<file path="config.mk">
export PLATFORM = sky130hd
export DESIGN_NAME = jtxlc_top
export DESIGN_NICKNAME = d
export VERILOG_FILES = /design/src/shared/jtxlc_pkg.sv /design/src/hdl/jtxlc_pattern_mem.sv /design/src/hdl/jtxlc_top.sv
export VERILOG_INCLUDE_DIRS = /design/src /design/src/shared
export SDC_FILE = /design/constraint.sdc
export NUM_CORES = 1
export LEC_CHECK = 0
export BUFFER_PORTS_ARGS = -buffer_cell sky130_fd_sc_hd__buf_2
export CORE_MARGIN = 1
export CORE_UTILIZATION = 60
export DETAILED_ROUTE_END_ITERATION = 10
export PLACE_DENSITY = 0.83
export REMOVE_ABC_BUFFERS = 1
export SLEW_MARGIN = 40
export SYNTH_ARGS = -nofsm -noshare
export SYNTH_HDL_FRONTEND = slang
export SYNTH_SLANG_ARGS = --single-unit
</file>
<file path="constraint.sdc">
create_clock -name mclk -period 11.01 [get_ports mclk]
set_clock_uncertainty 0.1 [all_clocks]
set_input_delay 2.202 -clock mclk [delete_from_list [all_inputs] [get_ports mclk]]
set_output_delay 2.202 -clock mclk [all_outputs]
set_load 0.02 [all_outputs]
</file>
<file path="src/shared/jtxlc_defines.svh">
`ifndef JTXLC_DEFINES_SVH
`define JTXLC_DEFINES_SVH

// --------------------
// Register byte addresses
// --------------------
`define JTXLC_ADDR_LINK_CTRL2    8'h61
`define JTXLC_ADDR_LINK_CTRL3    8'h62
`define JTXLC_ADDR_ILAS_REPEAT   8'h63
`define JTXLC_ADDR_DEVICE_ID     8'h64
`define JTXLC_ADDR_BANK_ID       8'h65
`define JTXLC_ADDR_LANE_ID       8'h66
`define JTXLC_ADDR_SCR_LANE      8'h6e
`define JTXLC_ADDR_OCTETS_FRAME  8'h6f
`define JTXLC_ADDR_FRAMES_MF     8'h70
`define JTXLC_ADDR_CONV_COUNT    8'h71
`define JTXLC_ADDR_RES_CTRL      8'h72
`define JTXLC_ADDR_TOTAL_BITS    8'h73
`define JTXLC_ADDR_SAMPLES_FRM   8'h74
`define JTXLC_ADDR_DENSITY_CW    8'h75
`define JTXLC_ADDR_SPARE_ONE     8'h76
`define JTXLC_ADDR_SPARE_TWO     8'h77
`define JTXLC_ADDR_LANE_CONFIG_CHECKSUM_PARAM   8'h78
// User patterns: 0x80..0x87, even = low byte, odd = high byte
`define JTXLC_ADDR_USER_PAT_HI5  5'h10

// --------------------
// Field positions and writable masks
// --------------------
`define JTXLC_SYNC_MODE_LSB      6
`define JTXLC_SYNC_POL_BIT       5
`define JTXLC_SYNC_CMOS_BIT      4
`define JTXLC_BYPASS_BIT         2
`define JTXLC_INVERT_BIT         1
`define JTXLC_MIRROR_BIT         0
`define JTXLC_CHK_DIS_BIT        7
`define JTXLC_INJ_LSB            4
`define JTXLC_TMODE_LSB          0
`define JTXLC_SCR_BIT            7
`define JTXLC_LANE_BIT           0
`define JTXLC_CS_LSB             6
`define JTXLC_CTRL2_WMASK        8'hf7
`define JTXLC_CTRL3_WMASK        8'hb7
`define JTXLC_ILAS_ON_CODE       2'h1

// --------------------
// Fixed link parameters (N, NP and S as value minus one), reset values and checker patterns
// --------------------
`define JTXLC_N_MINUS1           5'h0d
`define JTXLC_NP_MINUS1          5'h0f
`define JTXLC_S_MINUS1           5'h00
`define JTXLC_CF_VALUE           5'h00
`define JTXLC_HD_VALUE           1'h0
`define JTXLC_RST_K              5'h0f
`define JTXLC_RST_CS             2'h1
`define JTXLC_PN_LONG_SEED       23'h7fffff
`define JTXLC_PN_SHORT_SEED      9'h1ff
`define JTXLC_CHECKER_A          16'haaaa
`define JTXLC_CHECKER_B          16'h5555

`endif

</file>
<file path="src/shared/jtxlc_pkg.sv">
package jtxlc_pkg;

    typedef enum logic [1:0] {
        JTXLC_SYNC_SEPARATE = 2'h0,
        JTXLC_SYNC_GLOBAL   = 2'h1,
        JTXLC_SYNC_FORCE    = 2'h2,
        JTXLC_SYNC_IGNORE   = 2'h3
    } jtxlc_sync_mode_t;

    typedef enum logic [2:0] {
        JTXLC_TM_NORMAL  = 3'h0,
        JTXLC_TM_CHECKER = 3'h1,
        JTXLC_TM_TOGGLE  = 3'h2,
        JTXLC_TM_PN_LONG = 3'h3,
        JTXLC_TM_PN_SHRT = 3'h4,
        JTXLC_TM_USR_REP = 3'h5,
        JTXLC_TM_USR_ONE = 3'h6,
        JTXLC_TM_RAMP    = 3'h7
    } jtxlc_test_mode_t;

    typedef enum logic [1:0] {
        JTXLC_INJ_SAMPLE = 2'h0,
        JTXLC_INJ_SYMBOL = 2'h1,
        JTXLC_INJ_RSV2   = 2'h2,
        JTXLC_INJ_RSV3   = 2'h3
    } jtxlc_inject_t;

    typedef enum logic [2:0] {
        JTXLC_SEQ_IDLE = 3'b001,
        JTXLC_SEQ_RUN  = 3'b010,
        JTXLC_SEQ_DONE = 3'b100
    } jtxlc_seq_t;

    typedef struct packed {
        logic [3:0][15:0] words;
        logic [15:0]      rd;
    } jtxlc_mem_state_t;

    typedef struct packed {
        logic [7:0]  ctrl2;
        logic [7:0]  ctrl3;
        logic [7:0]  repeat_cnt;
        logic [7:0]  device_identifier;
        logic [3:0]  bank_identifier;
        logic [4:0]  lane_identifier;
        logic        scr;
        logic        lane;
        logic [4:0]  k;
        logic        m;
        logic [1:0]  cs;
        logic [7:0]  spare1;
        logic [7:0]  spare2;
        logic [7:0]  rdata;
        logic        phase;
        logic [22:0] pn_long;
        logic [8:0]  pn_short;
        logic [15:0] ramp;
        jtxlc_seq_t  seq;
        logic [1:0]  seq_idx;
        logic        user_live;
        logic [15:0] tx_word;
        logic [9:0]  tx_symbol;
        logic        sync_active;
        logic        ilas_enable;
        logic [8:0]  ilas_passes;
        logic [4:0]  frames_mf;
        logic        scramble_en;
        logic        sync_cmos;
        logic [7:0]  cfg_chk;
        logic        chk_en;
    } jtxlc_state_t;

endpackage

</file>
<file path="src/hdl/jtxlc_pattern_mem.sv">
`include "jtxlc_defines.svh"

module jtxlc_pattern_mem (
    input  wire logic        mclk,
    input  wire logic        sys_rst,
    input  wire logic        clk_en,
    input  wire logic        wr_en,
    input  wire logic [2:0]  wr_addr,
    input  wire logic [7:0]  wr_data,
    input  wire logic [1:0]  rd_idx,
    output logic      [15:0] rd_data
);

    jtxlc_pkg::jtxlc_mem_state_t st_q;
    jtxlc_pkg::jtxlc_mem_state_t st_d;

    always_comb begin
        st_d = st_q;
        if (wr_en) begin
            if (wr_addr[0]) begin
                st_d.words[wr_addr[2:1]][15:8] = wr_data;
            end else begin
                st_d.words[wr_addr[2:1]][7:0] = wr_data;
            end
        end
        st_d.rd = st_q.words[rd_idx];
    end

    always_ff @(posedge mclk or posedge sys_rst) begin
        if (sys_rst) begin
            st_q <= '0;
        end else if (clk_en) begin
            st_q <= st_d;
        end
    end

    assign rd_data = st_q.rd;

endmodule

</file>
<file path="src/hdl/jtxlc_top.sv">
// The strobed register port was decided locally.
`include "jtxlc_defines.svh"

// Summary of operation
// RL1: Sync mode picks separate, global, forced or ignored sync request.
// RL2: Polarity bit set makes the sync request input active high.
// RL3: Polarity clear: sync request low asks for code group sync.
// RL4: Bypass skips encoding; symbol top two bits forced to zero.
// RL5: Invert bit inverts all ten bits of each output symbol.
// RL6: Mirror bit reverses bit order of each ten-bit symbol.
// RL7: Checksum disable zeroes the checksum parameter output but not the 0x78 readback, test use only.
// RL8: Injection select: 16-bit words at sample input, or symbols.
// RL9: Test mode field selects normal, checker, toggle, PN, ramp data.
// RL10: Mode 101 repeats user patterns one to four continuously.
// RL11: Mode 110 sends user patterns one to four once, then zeros.
// RL12: Repeat count gives extra alignment sequence passes beyond one.
// RL13: Alignment sequence only sent when alignment mode is enabled code.
// RL14: Writable device, bank and lane identifiers reported as parameters.
// RL15: Scrambler bit enables scrambling and reports parameter as one.
// RL16: Lane control bit zero selects one lane; one is reserved.
// RL17: Octets per frame read back as twice converters over lanes.
// RL18: Five-bit frames per multiframe field drives multiframe length.
// RL19: Converter count bit zero means primary input only feeds link.
// RL20: Control bits field: none, overrange, or overflow and underflow.
// RL21: Resolution parameter reads back as thirteen.
// RL22: Total bits per sample reads back as fifteen.
// RL23: Samples per frame, density flag and control words read zero.
// RL24: Lane checksum is sum of parameters modulo 256, read only.

module jtxlc_top (
    input  wire logic        mclk,
    input  wire logic        sys_rst,
    input  wire logic        clk_en,
    input  wire logic [7:0]  reg_addr,
    input  wire logic [7:0]  reg_wdata,
    input  wire logic        reg_wr,
    input  wire logic        reg_rd,
    output logic      [7:0]  reg_rdata,
    input  wire logic        sync_request_in,
    input  wire logic [1:0]  ilas_mode_in,
    input  wire logic [13:0] adc_sample,
    input  wire logic        overrange_in,
    input  wire logic        overflow_in,
    input  wire logic        underflow_in,
    input  wire logic [7:0]  raw_octet_in,
    input  wire logic [9:0]  enc_symbol_in,
    output logic      [15:0] tx_word,
    output logic      [9:0]  tx_symbol,
    output logic             sync_active,
    output logic             sync_input_cmos,
    output logic             ilas_enable,
    output logic      [8:0]  ilas_passes,
    output logic      [4:0]  frames_per_mf,
    output logic             scramble_en,
    output logic      [7:0]  config_checksum_param,
    output logic             checksum_en
);

    // --------------------
    // Helpers
    // --------------------
    function automatic logic [9:0] jtxlc_mirror10(input logic [9:0] v);
        logic [9:0] r;
        r = '0;
        for (int i = 0; i < 10; i++) begin
            r[i] = v[9 - i];
        end
        return r;
    endfunction

    // F = (M * 2) / L with M and L stored as value minus one
    function automatic logic [7:0] jtxlc_octets(input logic m_bit,
                                               input logic l_bit);
        logic [7:0] m_val;
        logic [7:0] l_val;
        m_val = {7'h00, m_bit} + 8'h01;
        l_val = {7'h00, l_bit} + 8'h01;
        return 8'((m_val << 1) / l_val);
    endfunction

    // Sum of every lane parameter as sent, modulo 256
    function automatic logic [7:0] jtxlc_param_sum(
        input jtxlc_pkg::jtxlc_state_t s);
        logic [7:0] f_m1;
        f_m1 = jtxlc_octets(s.m, s.lane) - 8'h01;
        return s.device_identifier + {4'h0, s.bank_identifier} + {3'h0, s.lane_identifier} + {7'h00, s.scr}
             + {7'h00, s.lane} + f_m1 + {3'h0, s.k} + {7'h00, s.m}
             + {6'h00, s.cs} + {3'h0, `JTXLC_N_MINUS1}
             + {3'h0, `JTXLC_NP_MINUS1} + {3'h0, `JTXLC_S_MINUS1}
             + {7'h00, `JTXLC_HD_VALUE} + {3'h0, `JTXLC_CF_VALUE}
             + s.spare1 + s.spare2;
    endfunction

    // --------------------
    // State and pattern memory
    // --------------------
    jtxlc_pkg::jtxlc_state_t     st_q;
    jtxlc_pkg::jtxlc_state_t     st_d;
    logic                        pat_wr;
    logic [15:0]                 pat_word;
    jtxlc_pkg::jtxlc_sync_mode_t sync_mode;
    jtxlc_pkg::jtxlc_test_mode_t test_mode;
    jtxlc_pkg::jtxlc_inject_t    inject;

    assign pat_wr = reg_wr && (reg_addr[7:3] == `JTXLC_ADDR_USER_PAT_HI5);

    jtxlc_pattern_mem u_pattern_mem (
        .mclk    (mclk),
        .sys_rst (sys_rst),
        .clk_en  (clk_en),
        .wr_en   (pat_wr),
        .wr_addr (reg_addr[2:0]),
        .wr_data (reg_wdata),
        .rd_idx  (st_q.seq_idx),
        .rd_data (pat_word)
    );

    assign sync_mode = jtxlc_pkg::jtxlc_sync_mode_t'(
        st_q.ctrl2[`JTXLC_SYNC_MODE_LSB +: 2]);
    assign test_mode = jtxlc_pkg::jtxlc_test_mode_t'(
        st_q.ctrl3[`JTXLC_TMODE_LSB +: 3]);
    assign inject = jtxlc_pkg::jtxlc_inject_t'(
        st_q.ctrl3[`JTXLC_INJ_LSB +: 2]);

    // --------------------
    // Next state
    // --------------------
    always_comb begin
        logic        req;
        logic [15:0] gen;
        logic [15:0] sample;
        logic [9:0]  sym;
        logic        user_mode;
        req       = 1'b0;
        gen       = '0;
        sample    = '0;
        sym       = '0;
        user_mode = 1'b0;
        st_d      = st_q;

        // Register writes
        if (reg_wr) begin
            case (reg_addr)
                `JTXLC_ADDR_LINK_CTRL2:
                    st_d.ctrl2 = reg_wdata & `JTXLC_CTRL2_WMASK;
                `JTXLC_ADDR_LINK_CTRL3: begin
                    st_d.ctrl3 = reg_wdata & `JTXLC_CTRL3_WMASK;
                    st_d.seq   = jtxlc_pkg::JTXLC_SEQ_IDLE;
                end
                `JTXLC_ADDR_ILAS_REPEAT: st_d.repeat_cnt = reg_wdata;
                `JTXLC_ADDR_DEVICE_ID:   st_d.device_identifier = reg_wdata; // [RL14]
                `JTXLC_ADDR_BANK_ID:     st_d.bank_identifier = reg_wdata[3:0];
                `JTXLC_ADDR_LANE_ID:     st_d.lane_identifier = reg_wdata[4:0];
                `JTXLC_ADDR_SCR_LANE: begin
                    st_d.scr  = reg_wdata[`JTXLC_SCR_BIT];
                    st_d.lane = reg_wdata[`JTXLC_LANE_BIT]; // [RL16]
                end
                `JTXLC_ADDR_FRAMES_MF:   st_d.k = reg_wdata[4:0]; // [RL18]
                `JTXLC_ADDR_CONV_COUNT:  st_d.m = reg_wdata[0]; // [RL19]
                `JTXLC_ADDR_RES_CTRL:
                    st_d.cs = reg_wdata[`JTXLC_CS_LSB +: 2];
                `JTXLC_ADDR_SPARE_ONE:   st_d.spare1 = reg_wdata;
                `JTXLC_ADDR_SPARE_TWO:   st_d.spare2 = reg_wdata;
                default: ;
            endcase
        end

        // Register reads; data stand only in the following cycle
        st_d.rdata = '0;
        if (reg_rd) begin
            case (reg_addr)
                `JTXLC_ADDR_LINK_CTRL2:  st_d.rdata = st_q.ctrl2;
                `JTXLC_ADDR_LINK_CTRL3:  st_d.rdata = st_q.ctrl3;
                `JTXLC_ADDR_ILAS_REPEAT: st_d.rdata = st_q.repeat_cnt;
                `JTXLC_ADDR_DEVICE_ID:   st_d.rdata = st_q.device_identifier;
                `JTXLC_ADDR_BANK_ID:     st_d.rdata = {4'h0, st_q.bank_identifier};
                `JTXLC_ADDR_LANE_ID:     st_d.rdata = {3'h0, st_q.lane_identifier};
                `JTXLC_ADDR_SCR_LANE:
                    st_d.rdata = {st_q.scr, 6'h00, st_q.lane}; // [RL15]
                `JTXLC_ADDR_OCTETS_FRAME:
                    st_d.rdata = jtxlc_octets(st_q.m, st_q.lane); // [RL17]
                `JTXLC_ADDR_FRAMES_MF:   st_d.rdata = {3'h0, st_q.k};
                `JTXLC_ADDR_CONV_COUNT:  st_d.rdata = {7'h00, st_q.m};
                `JTXLC_ADDR_RES_CTRL:
                    st_d.rdata = {st_q.cs, 1'b0, `JTXLC_N_MINUS1}; // [RL21]
                `JTXLC_ADDR_TOTAL_BITS:
                    st_d.rdata = {3'h0, `JTXLC_NP_MINUS1}; // [RL22]
                `JTXLC_ADDR_SAMPLES_FRM:
                    st_d.rdata = {3'h0, `JTXLC_S_MINUS1}; // [RL23]
                `JTXLC_ADDR_DENSITY_CW:
                    st_d.rdata = {`JTXLC_HD_VALUE, 2'h0,
                                  `JTXLC_CF_VALUE}; // [RL23]
                `JTXLC_ADDR_SPARE_ONE:   st_d.rdata = st_q.spare1;
                `JTXLC_ADDR_SPARE_TWO:   st_d.rdata = st_q.spare2;
                `JTXLC_ADDR_LANE_CONFIG_CHECKSUM_PARAM:
                    st_d.rdata = jtxlc_param_sum(st_q); // [RL24]
                default: st_d.rdata = '0;
            endcase
        end

        // --------------------
        // Sync request handling
        // --------------------
        // Default sense is active low; polarity bit flips it
        req = st_q.ctrl2[`JTXLC_SYNC_POL_BIT] ? sync_request_in
                                              : !sync_request_in; // [RL2] [RL3]
        // One link only, so separate and global modes coincide here
        case (sync_mode)
            jtxlc_pkg::JTXLC_SYNC_SEPARATE: st_d.sync_active = req; // [RL1]
            jtxlc_pkg::JTXLC_SYNC_GLOBAL:   st_d.sync_active = req; // [RL1]
            jtxlc_pkg::JTXLC_SYNC_FORCE:    st_d.sync_active = 1'b1; // [RL1]
            jtxlc_pkg::JTXLC_SYNC_IGNORE:   st_d.sync_active = 1'b0; // [RL1]
            default:                        st_d.sync_active = 1'b0;
        endcase
        st_d.sync_cmos = st_q.ctrl2[`JTXLC_SYNC_CMOS_BIT];

        // --------------------
        // Test generators, free running so modes switch cleanly
        // --------------------
        st_d.phase    = !st_q.phase;
        st_d.pn_long  = {st_q.pn_long[21:0],
                         st_q.pn_long[22] ^ st_q.pn_long[17]};
        st_d.pn_short = {st_q.pn_short[7:0],
                         st_q.pn_short[8] ^ st_q.pn_short[4]};
        st_d.ramp     = st_q.ramp + 16'h0001;

        user_mode = (test_mode == jtxlc_pkg::JTXLC_TM_USR_REP) ||
                    (test_mode == jtxlc_pkg::JTXLC_TM_USR_ONE);
        case (st_q.seq)
            jtxlc_pkg::JTXLC_SEQ_IDLE: begin
                st_d.seq_idx = 2'h0;
                if (user_mode) begin
                    st_d.seq = jtxlc_pkg::JTXLC_SEQ_RUN;
                end
            end
            jtxlc_pkg::JTXLC_SEQ_RUN: begin
                st_d.seq_idx = st_q.seq_idx + 2'h1; // [RL10]
                if (!user_mode) begin
                    st_d.seq = jtxlc_pkg::JTXLC_SEQ_IDLE;
                end else if (test_mode == jtxlc_pkg::JTXLC_TM_USR_ONE &&
                             st_q.seq_idx == 2'h3) begin
                    st_d.seq = jtxlc_pkg::JTXLC_SEQ_DONE; // [RL11]
                end
            end
            jtxlc_pkg::JTXLC_SEQ_DONE: begin
                st_d.seq_idx = 2'h0;
                if (!user_mode) begin
                    st_d.seq = jtxlc_pkg::JTXLC_SEQ_IDLE;
                end
            end
            default: st_d.seq = jtxlc_pkg::JTXLC_SEQ_IDLE;
        endcase
        // Memory read lags the index by one cycle
        st_d.user_live = (st_q.seq == jtxlc_pkg::JTXLC_SEQ_RUN);

        case (test_mode)
            jtxlc_pkg::JTXLC_TM_NORMAL:  gen = '0;
            jtxlc_pkg::JTXLC_TM_CHECKER:
                gen = st_q.phase ? `JTXLC_CHECKER_B
                                 : `JTXLC_CHECKER_A; // [RL9]
            jtxlc_pkg::JTXLC_TM_TOGGLE:
                gen = {16{st_q.phase}}; // [RL9]
            jtxlc_pkg::JTXLC_TM_PN_LONG: gen = st_q.pn_long[15:0]; // [RL9]
            jtxlc_pkg::JTXLC_TM_PN_SHRT:
                gen = {st_q.pn_short[7:0], st_q.pn_short[8:1]}; // [RL9]
            jtxlc_pkg::JTXLC_TM_USR_REP,
            jtxlc_pkg::JTXLC_TM_USR_ONE:
                gen = st_q.user_live ? pat_word : 16'h0000; // [RL10] [RL11]
            jtxlc_pkg::JTXLC_TM_RAMP:    gen = st_q.ramp; // [RL9]
            default:                     gen = '0;
        endcase

        // --------------------
        // Sample word and symbol path
        // --------------------
        case (st_q.cs)
            2'h1:    sample = {adc_sample, overrange_in, 1'b0}; // [RL20]
            2'h2:    sample = {adc_sample, overflow_in,
                               underflow_in}; // [RL20]
            default: sample = {adc_sample, 2'h0}; // [RL20]
        endcase
        st_d.tx_word = (test_mode != jtxlc_pkg::JTXLC_TM_NORMAL &&
                        inject == jtxlc_pkg::JTXLC_INJ_SAMPLE)
                       ? gen : sample; // [RL8]

        sym = st_q.ctrl2[`JTXLC_BYPASS_BIT] ? {2'h0, raw_octet_in}
                                            : enc_symbol_in; // [RL4]
        if (test_mode != jtxlc_pkg::JTXLC_TM_NORMAL &&
            inject == jtxlc_pkg::JTXLC_INJ_SYMBOL) begin
            sym = gen[9:0]; // [RL8]
        end
        if (st_q.ctrl2[`JTXLC_INVERT_BIT]) begin
            sym = ~sym; // [RL5]
        end
        if (st_q.ctrl2[`JTXLC_MIRROR_BIT]) begin
            sym = jtxlc_mirror10(sym); // [RL6]
        end
        st_d.tx_symbol = sym;

        // --------------------
        // Link parameters towards the framer
        // --------------------
        st_d.ilas_enable = (ilas_mode_in == `JTXLC_ILAS_ON_CODE); // [RL13]
        st_d.ilas_passes = {1'b0, st_q.repeat_cnt} + 9'h001; // [RL12]
        st_d.frames_mf   = st_q.k; // [RL18]
        st_d.scramble_en = st_q.scr; // [RL15]
        st_d.chk_en      = !st_q.ctrl3[`JTXLC_CHK_DIS_BIT]; // [RL7]
        st_d.cfg_chk     = st_q.ctrl3[`JTXLC_CHK_DIS_BIT] ? 8'h00
                           : jtxlc_param_sum(st_q); // [RL7] [RL24]
    end

    // --------------------
    // State register
    // --------------------
    always_ff @(posedge mclk or posedge sys_rst) begin
        if (sys_rst) begin
            st_q          <= '0;
            st_q.k        <= `JTXLC_RST_K;
            st_q.cs       <= `JTXLC_RST_CS;
            st_q.pn_long  <= `JTXLC_PN_LONG_SEED;
            st_q.pn_short <= `JTXLC_PN_SHORT_SEED;
            st_q.seq      <= jtxlc_pkg::JTXLC_SEQ_IDLE;
        end else if (clk_en) begin
            st_q <= st_d;
        end
    end

    assign reg_rdata             = st_q.rdata;
    assign tx_word               = st_q.tx_word;
    assign tx_symbol             = st_q.tx_symbol;
    assign sync_active           = st_q.sync_active;
    assign sync_input_cmos       = st_q.sync_cmos;
    assign ilas_enable           = st_q.ilas_enable;
    assign ilas_passes           = st_q.ilas_passes;
    assign frames_per_mf         = st_q.frames_mf;
    assign scramble_en           = st_q.scramble_en;
    assign config_checksum_param = st_q.cfg_chk;
    assign checksum_en           = st_q.chk_en;

endmodule

</file>
Yosys cells after proc, flatten, opt, wreduce, memory -nomap -nowiden --
Index checks and enable logic that the tools add are counted.
Word-level totals: bits of input ports 59, register bits after elaboration 260, output and inout bits 61
Cells by class: add/sub/neg operators 18, reduce and logical (&&, ||, !) cells 31, $lt $le $gt $ge 3, eq/ne operators 34, multiplexer cells 31, divide/modulo/power cells 1, bitwise logic cells 3
Operator list (number):
- bitwise mux 64 bit | 2
- == test 8 x 7 -> 1 bit (second input constant) | 15
- one-hot mux 8 bit (15 select lines) | 1
- one-hot mux 16 bit (7 select lines) | 1
- two-way mux 16 bit | 5
- demux 16 bit (select 2 bit) | 2
- two-way mux 64 bit | 1
- two-way mux 10 bit | 4
- AND reduction 3 bit | 12
- binary-select mux 16 bit (select 2 bit) | 1
- adder 8 x 1 -> 8 bit | 3
- adder 8 bit | 3
- two-way mux 8 bit | 3
- two-way mux 3 bit | 6
- adder 16 x 1 -> 16 bit (second input constant) | 1
- adder 8 x 4 -> 8 bit (second input constant) | 2
- adder 8 x 5 -> 8 bit | 2
- == test 3 bit (second input constant) | 5
- NOT 10 bit | 1
- adder 8 x 1 -> 9 bit (second input constant) | 1
- == test 3 x 2 -> 1 bit (second input constant) | 3
- one-hot mux 3 bit (3 select lines) | 1
- adder 8 x 2 -> 8 bit | 1
- adder 8 x 4 -> 8 bit | 1
- other kinds (23) | 44

Depth between registers and ports, before layout --
depth in word-level cells 14, mapped depth 16

Modules after synthesis --
Synthesis repeated with hierarchy kept, for this count alone.
Unflattened totals: cell total of the unflattened synthesis 1334, area, all modules 14645.3 µm²
By module, submodules not included:
- jtxlc_top | times used 1, seq. area each 4551.9 µm², cells each 1067, area each 11000.6 µm²
- jtxlc_pattern_mem | times used 1, seq. area each 2001.9 µm², cells each 267, area each 3644.7 µm²

Worst setup path before layout --
Ideal clock, no wire load.
path kind register -> register, start register st_q, in the netlist st_d[13], end register st_q, in the netlist reg_rdata[7], cell stages (with the launch flop) 16, setup time 0.124 ns, slack 6.504 ns, arrival time 4.282 ns, clock period less this slack 4.506 ns, path through dfstp_2 inv_1 fa_1 inv_1 fa_1 fa_1 inv_1 fa_1 inv_1 ha_1 and3_1 a221o_1 o41ai_1 xnor2_1 nor3_1 a211o_1
Between the ends: word-level cells in the longest chain between the ends 9
Ends and longest elaborated chain:
- start: declaration | RTL line jtxlc_top.sv:97 | jtxlc_pkg::jtxlc_state_t st_q;
- start signal: assignment | RTL line jtxlc_top.sv:324 | st_q <= st_d;
- adder 8 x 5 -> 8 bit | RTL line jtxlc_top.sv:87 | + {7'h00, s.lane} + f_m1 + {3'h0, s.k} + {7'h00, s.m}
- adder 8 x 1 -> 8 bit | RTL line jtxlc_top.sv:87
- adder 8 x 2 -> 8 bit | RTL line jtxlc_top.sv:88 | + {6'h00, s.cs} + {3'h0, `JTXLC_N_MINUS1}
- adder 8 x 4 -> 8 bit (2 in a row) | RTL line jtxlc_top.sv:86 | return s.device_identifier + {4'h0, s.bank_identifier} + {3'h0, s.lane_identifier} + {7'h00, s.scr}
- adder 8 bit (2 in a row) | RTL line jtxlc_top.sv:86
- one-hot mux 8 bit (15 select lines) | RTL line jtxlc_top.sv:171 | case (reg_addr)
- two-way mux 8 bit | RTL line jtxlc_top.sv:170 | if (reg_rd) begin
No other way between the ends. A chain may end at the register's enable or synchronous reset.

Worst setup path in the final report --
start register st_q[146] (netlist bit), end register st_q, in the netlist reg_rdata[7]
Between the ends: word-level cells in the longest chain between the ends 13
Ends and longest elaborated chain (RTL line):
- adder 8 x 5 -> 8 bit | jtxlc_top.sv:86
- adder 8 x 1 -> 8 bit | jtxlc_top.sv:86
- adder 8 x 1 -> 8 bit | jtxlc_top.sv:87
- adder 8 bit | jtxlc_top.sv:87
- adder 8 x 5 -> 8 bit | jtxlc_top.sv:87
- adder 8 x 1 -> 8 bit | jtxlc_top.sv:87
- adder 8 x 2 -> 8 bit | jtxlc_top.sv:88
- adder 8 x 4 -> 8 bit (2 in a row) | jtxlc_top.sv:86
- adder 8 bit (2 in a row) | jtxlc_top.sv:86
- one-hot mux 8 bit (15 select lines) | jtxlc_top.sv:171
- two-way mux 8 bit | jtxlc_top.sv:170
No other way between the ends.

==> flow_summary.ini <==
[sta]
maxSlewViolCount = 0
tightest_slew_ps = 861
relSlewSlack = 0.426
fin_hold_ws_ps = 376
finalCritPeriodShare = 0.438
clock.fmax_ghz = 0.207
tns_ps = 0
rsz0062_at_grt = false
finalSetupViolations = 0
hold_viol = 0
period_minus_slack_ps = 4820
setup_ws_ps = 6190

[cts]
clockRootBuffer = clkbuf_16
clock_latency_ps = 540
cts_buffer_depth = 3
cts.sinks = 260
cts_resized = 0
cts_tree = done
cts_setup_buffers = 0
cts_buffers = 28
htree_levels = 1
holdBufCountCts = 0
clkTransAtPathRegs_ps = 60

[worst_setup_path]
crit_path_end = reg_rdata[7]$_DFFE_PP0P_
crit_path_start = st_q[146]$_DFFE_PP0P_
start_kind = flip-flop
reg2regPathDepth = 15
worstSetupEndpointType = flip-flop
critPathSlowestCell = fa_1
worstPathRequired_ps = 11340
cpPeakStageDelay_ps = 560
cp_cell_sequence = inv_1, fa_1, inv_1, fa_1, inv_1, fa_1, fa_1, inv_1, ha_1, and3_1, a221o_1, o41ai_1, xnor2_1, nor3_1, a211o_1
crit_path_max_fanout = 5
rrSetupSlack_ps = 6190
critPathArrivalTime_ps = 5150
worstReg2RegStart = st_q[146]$_DFFE_PP0P_
reg2reg_to = reg_rdata[7]$_DFFE_PP0P_
path_class = reg2reg

[route]
drc = 0
drt_iter0_drc = 823
wirelength_um = 34700
routedWlPerCell_um = 21.1
ant_nets = 0
post_drt_via_cell_ratio = 6.10
firstDrtPassIters = 5
num_vias = 10000

[status]
outcome = finished, final reports clean

[global_routing]
grt_max_degree = 119
antenna_found_initial = 0
grt_usage = 0.294
overflow = 0
grt_first_pass_wirelength_um = 55300
grt_pass1_vias = 10100

[logic_synthesis]
synth_cells = 1277
yosys-mux-area-fraction = 0.183
yosys.area_share.simple = 0.0911
synth_area_sq_um = 14300
synthArstFlopShare = 1.00
synth_edf_count = 0
syn_avg_cell_area_sq_um = 11.2
seq_area_frac_synth = 0.458
synth.distinct_cells = 66
synthFlopType = dfrtp_1
synth_fa_ha_area_frac = 0.0601
synth_xor_area_frac = 0.0257
synth-compound-area-share = 0.109
synth-seq-cells = 260
synth_warnings = 0
synth_top_family_by_area = multiplexers

[power_and_ir_drop]
switching_share = 0.319
p_sw_uw = 969
power.total_uw = 3040
power_frac_comb = 0.264
p_seq_frac = 0.415
p_int_uw = 2070
powerDensity_nw_per_um2 = 194
ir_drop_uv = 179
p_leak_uw = 0.00732
clkPwrFrac = 0.322

[die]
design.core.area_sq_um = 23400
die-area_sq_um = 24500
row_count = 56
boundaryPins = 120
die_x_um = 156
die_y_um = 156
start_util = 0.612

[placement]
pre_cts_ws_ps = 6030
gp_congestion = 1.01
port_buffers = 119
place_hpwl_um = 24100

[finish]
final_common_cell = dfrtp_1
post-route-util = 0.668
most-common-layout-cells = 220 x dfrtp_1, 174 x mux2_2, 118 x buf_2
drive_gt1_frac = 0.317
fill_cells = 1771
diodes = 0
area_growth_pct = 9.26
nets = 1414

[flow_run]
drv_cap = 0

[min_path]
hp-class = reg2reg
[how the worst min path moves through the flow]
stage | slack (ps) | depth (start not counted) | from | endpoint
3_5_place_dp | 370 | 1 | tx_word[3]$_DFFE_PP0P_ | tx_word[3]$_DFFE_PP0P_
4_1_cts | 380 | 1 | tx_word[3]$_DFFE_PP0P_ | tx_word[3]$_DFFE_PP0P_
6_report | 380 | 1 | tx_word[3]$_DFFE_PP0P_ | tx_word[3]$_DFFE_PP0P_
3_3_place_gp | 360 | 1 | st_q[74]$_DFFE_PP0P_ | st_q[74]$_DFFE_PP0P_
2_1_floorplan | 340 | 1 | st_q[74]$_DFFE_PP0P_ | st_q[74]$_DFFE_PP0P_
5_1_grt | 400 | 1 | config_checksum_param[0]$_DFFE_PP0P_ | config_checksum_param[0]$_DFFE_PP0P_
[logic make-up (layout without fill, tap and decap cells)]
group,count (synthesis),count (layout)
compound gates,226,226
mux,220,220
buf+inv,215,263
simple gates,262,262
fa+ha+maj,52,52
xor+xnor,42,42
flops,260,260
[critical path, delay by kind of cell, from the launching register on]
kind | cells | cell delay, ps
compound gates | 3 | 960
simple gates | 2 | 290
xor+xnor | 1 | 230
fa+ha+maj | 5 | 2440
flops | 1 | 430
buf+inv | 4 | 270
[cell usage after synthesis (all sizes together), types with 6 or more instances]
library cell,instances,area [sq um]
dfrtp,222,5560
mux2,174,1960
inv,86,323
buf,82,544
nand2,82,315
nor2,68,258
o21ai,54,270
clkbuf,47,176
dfstp,38,998
a21oi,37,196
mux2i,30,300
o2bb2ai,29,254
fa,28,561
nand3,28,155
xnor2,27,236
ha,24,300
a211oi,23,173
mux4,16,360
nor3,16,108
a221oi,15,131
nor2b,15,93.8
xor2,15,131
a21o,11,82.6
a22oi,11,82.6
nand2b,9,56.3
a311oi,7,61.3
or3,7,43.8
and2,6,37.5
and3,6,37.5
nand4,6,37.5
[power by group through the flow]
stage	Sequential (uW)	Clock, uW	Combinational, uW
floorplan	1290	0	503
global placement	1260	0	767
global route	1280	1030	879
finish	1260	977	800
detailed placement	1270	0	794
CTS	1260	989	801
[stage by stage]
step                      cells  area, sq um
final                      1644        15600
after CTS                  1644        15600
after detailed placement   1592        14700
after global routing       1644        15600
after global placement     1592        14600
after floorplan            1148        13600
[flip-flops by register name, indices dropped and copies added, names as in the netlist]
name and flops:
checksum_en 1, config_checksum_param 8, frames_per_mf 5, ilas_enable 1, ilas_passes 9, inject 2
reg_rdata 8, scramble_en 1, st_d 37, st_q 80, sync_active 1, sync_input_cmos 1
tx_symbol 10, tx_word 16, u_pattern_mem.rd_data 16, u_pattern_mem.st_q 64
[per-layer routing]
| metal | wire, um | global-route usage | up-vias | part of all wire |
|---|---|---|---|---|
| met4 | 1110 | 0.0966 | 0 | 0.032 |
| met1 | 14600 | 0.407 | 5013 | 0.42 |
| met5 | 0 | 0 | - | 0 |
| met2 | 16100 | 0.471 | 429 | 0.46 |
| met3 | 2860 | 0.0543 | 75 | 0.082 |
| li1 | - | - | 4519 | - |
[cell type report]
type | instances | area, sq um | area share
Multi-Input combinational cell | 802 | 6720 | 0.430
Sequential cell | 260 | 6560 | 0.419
Clock buffer | 42 | 865 | 0.0553
Timing Repair Buffer | 125 | 651 | 0.0416
Tap cell | 319 | 399 | 0.0255
Inverter | 86 | 335 | 0.0214
Clock inverter | 10 | 111 | 0.00712
Note: power is estimated with default switching activity, not from simulation.
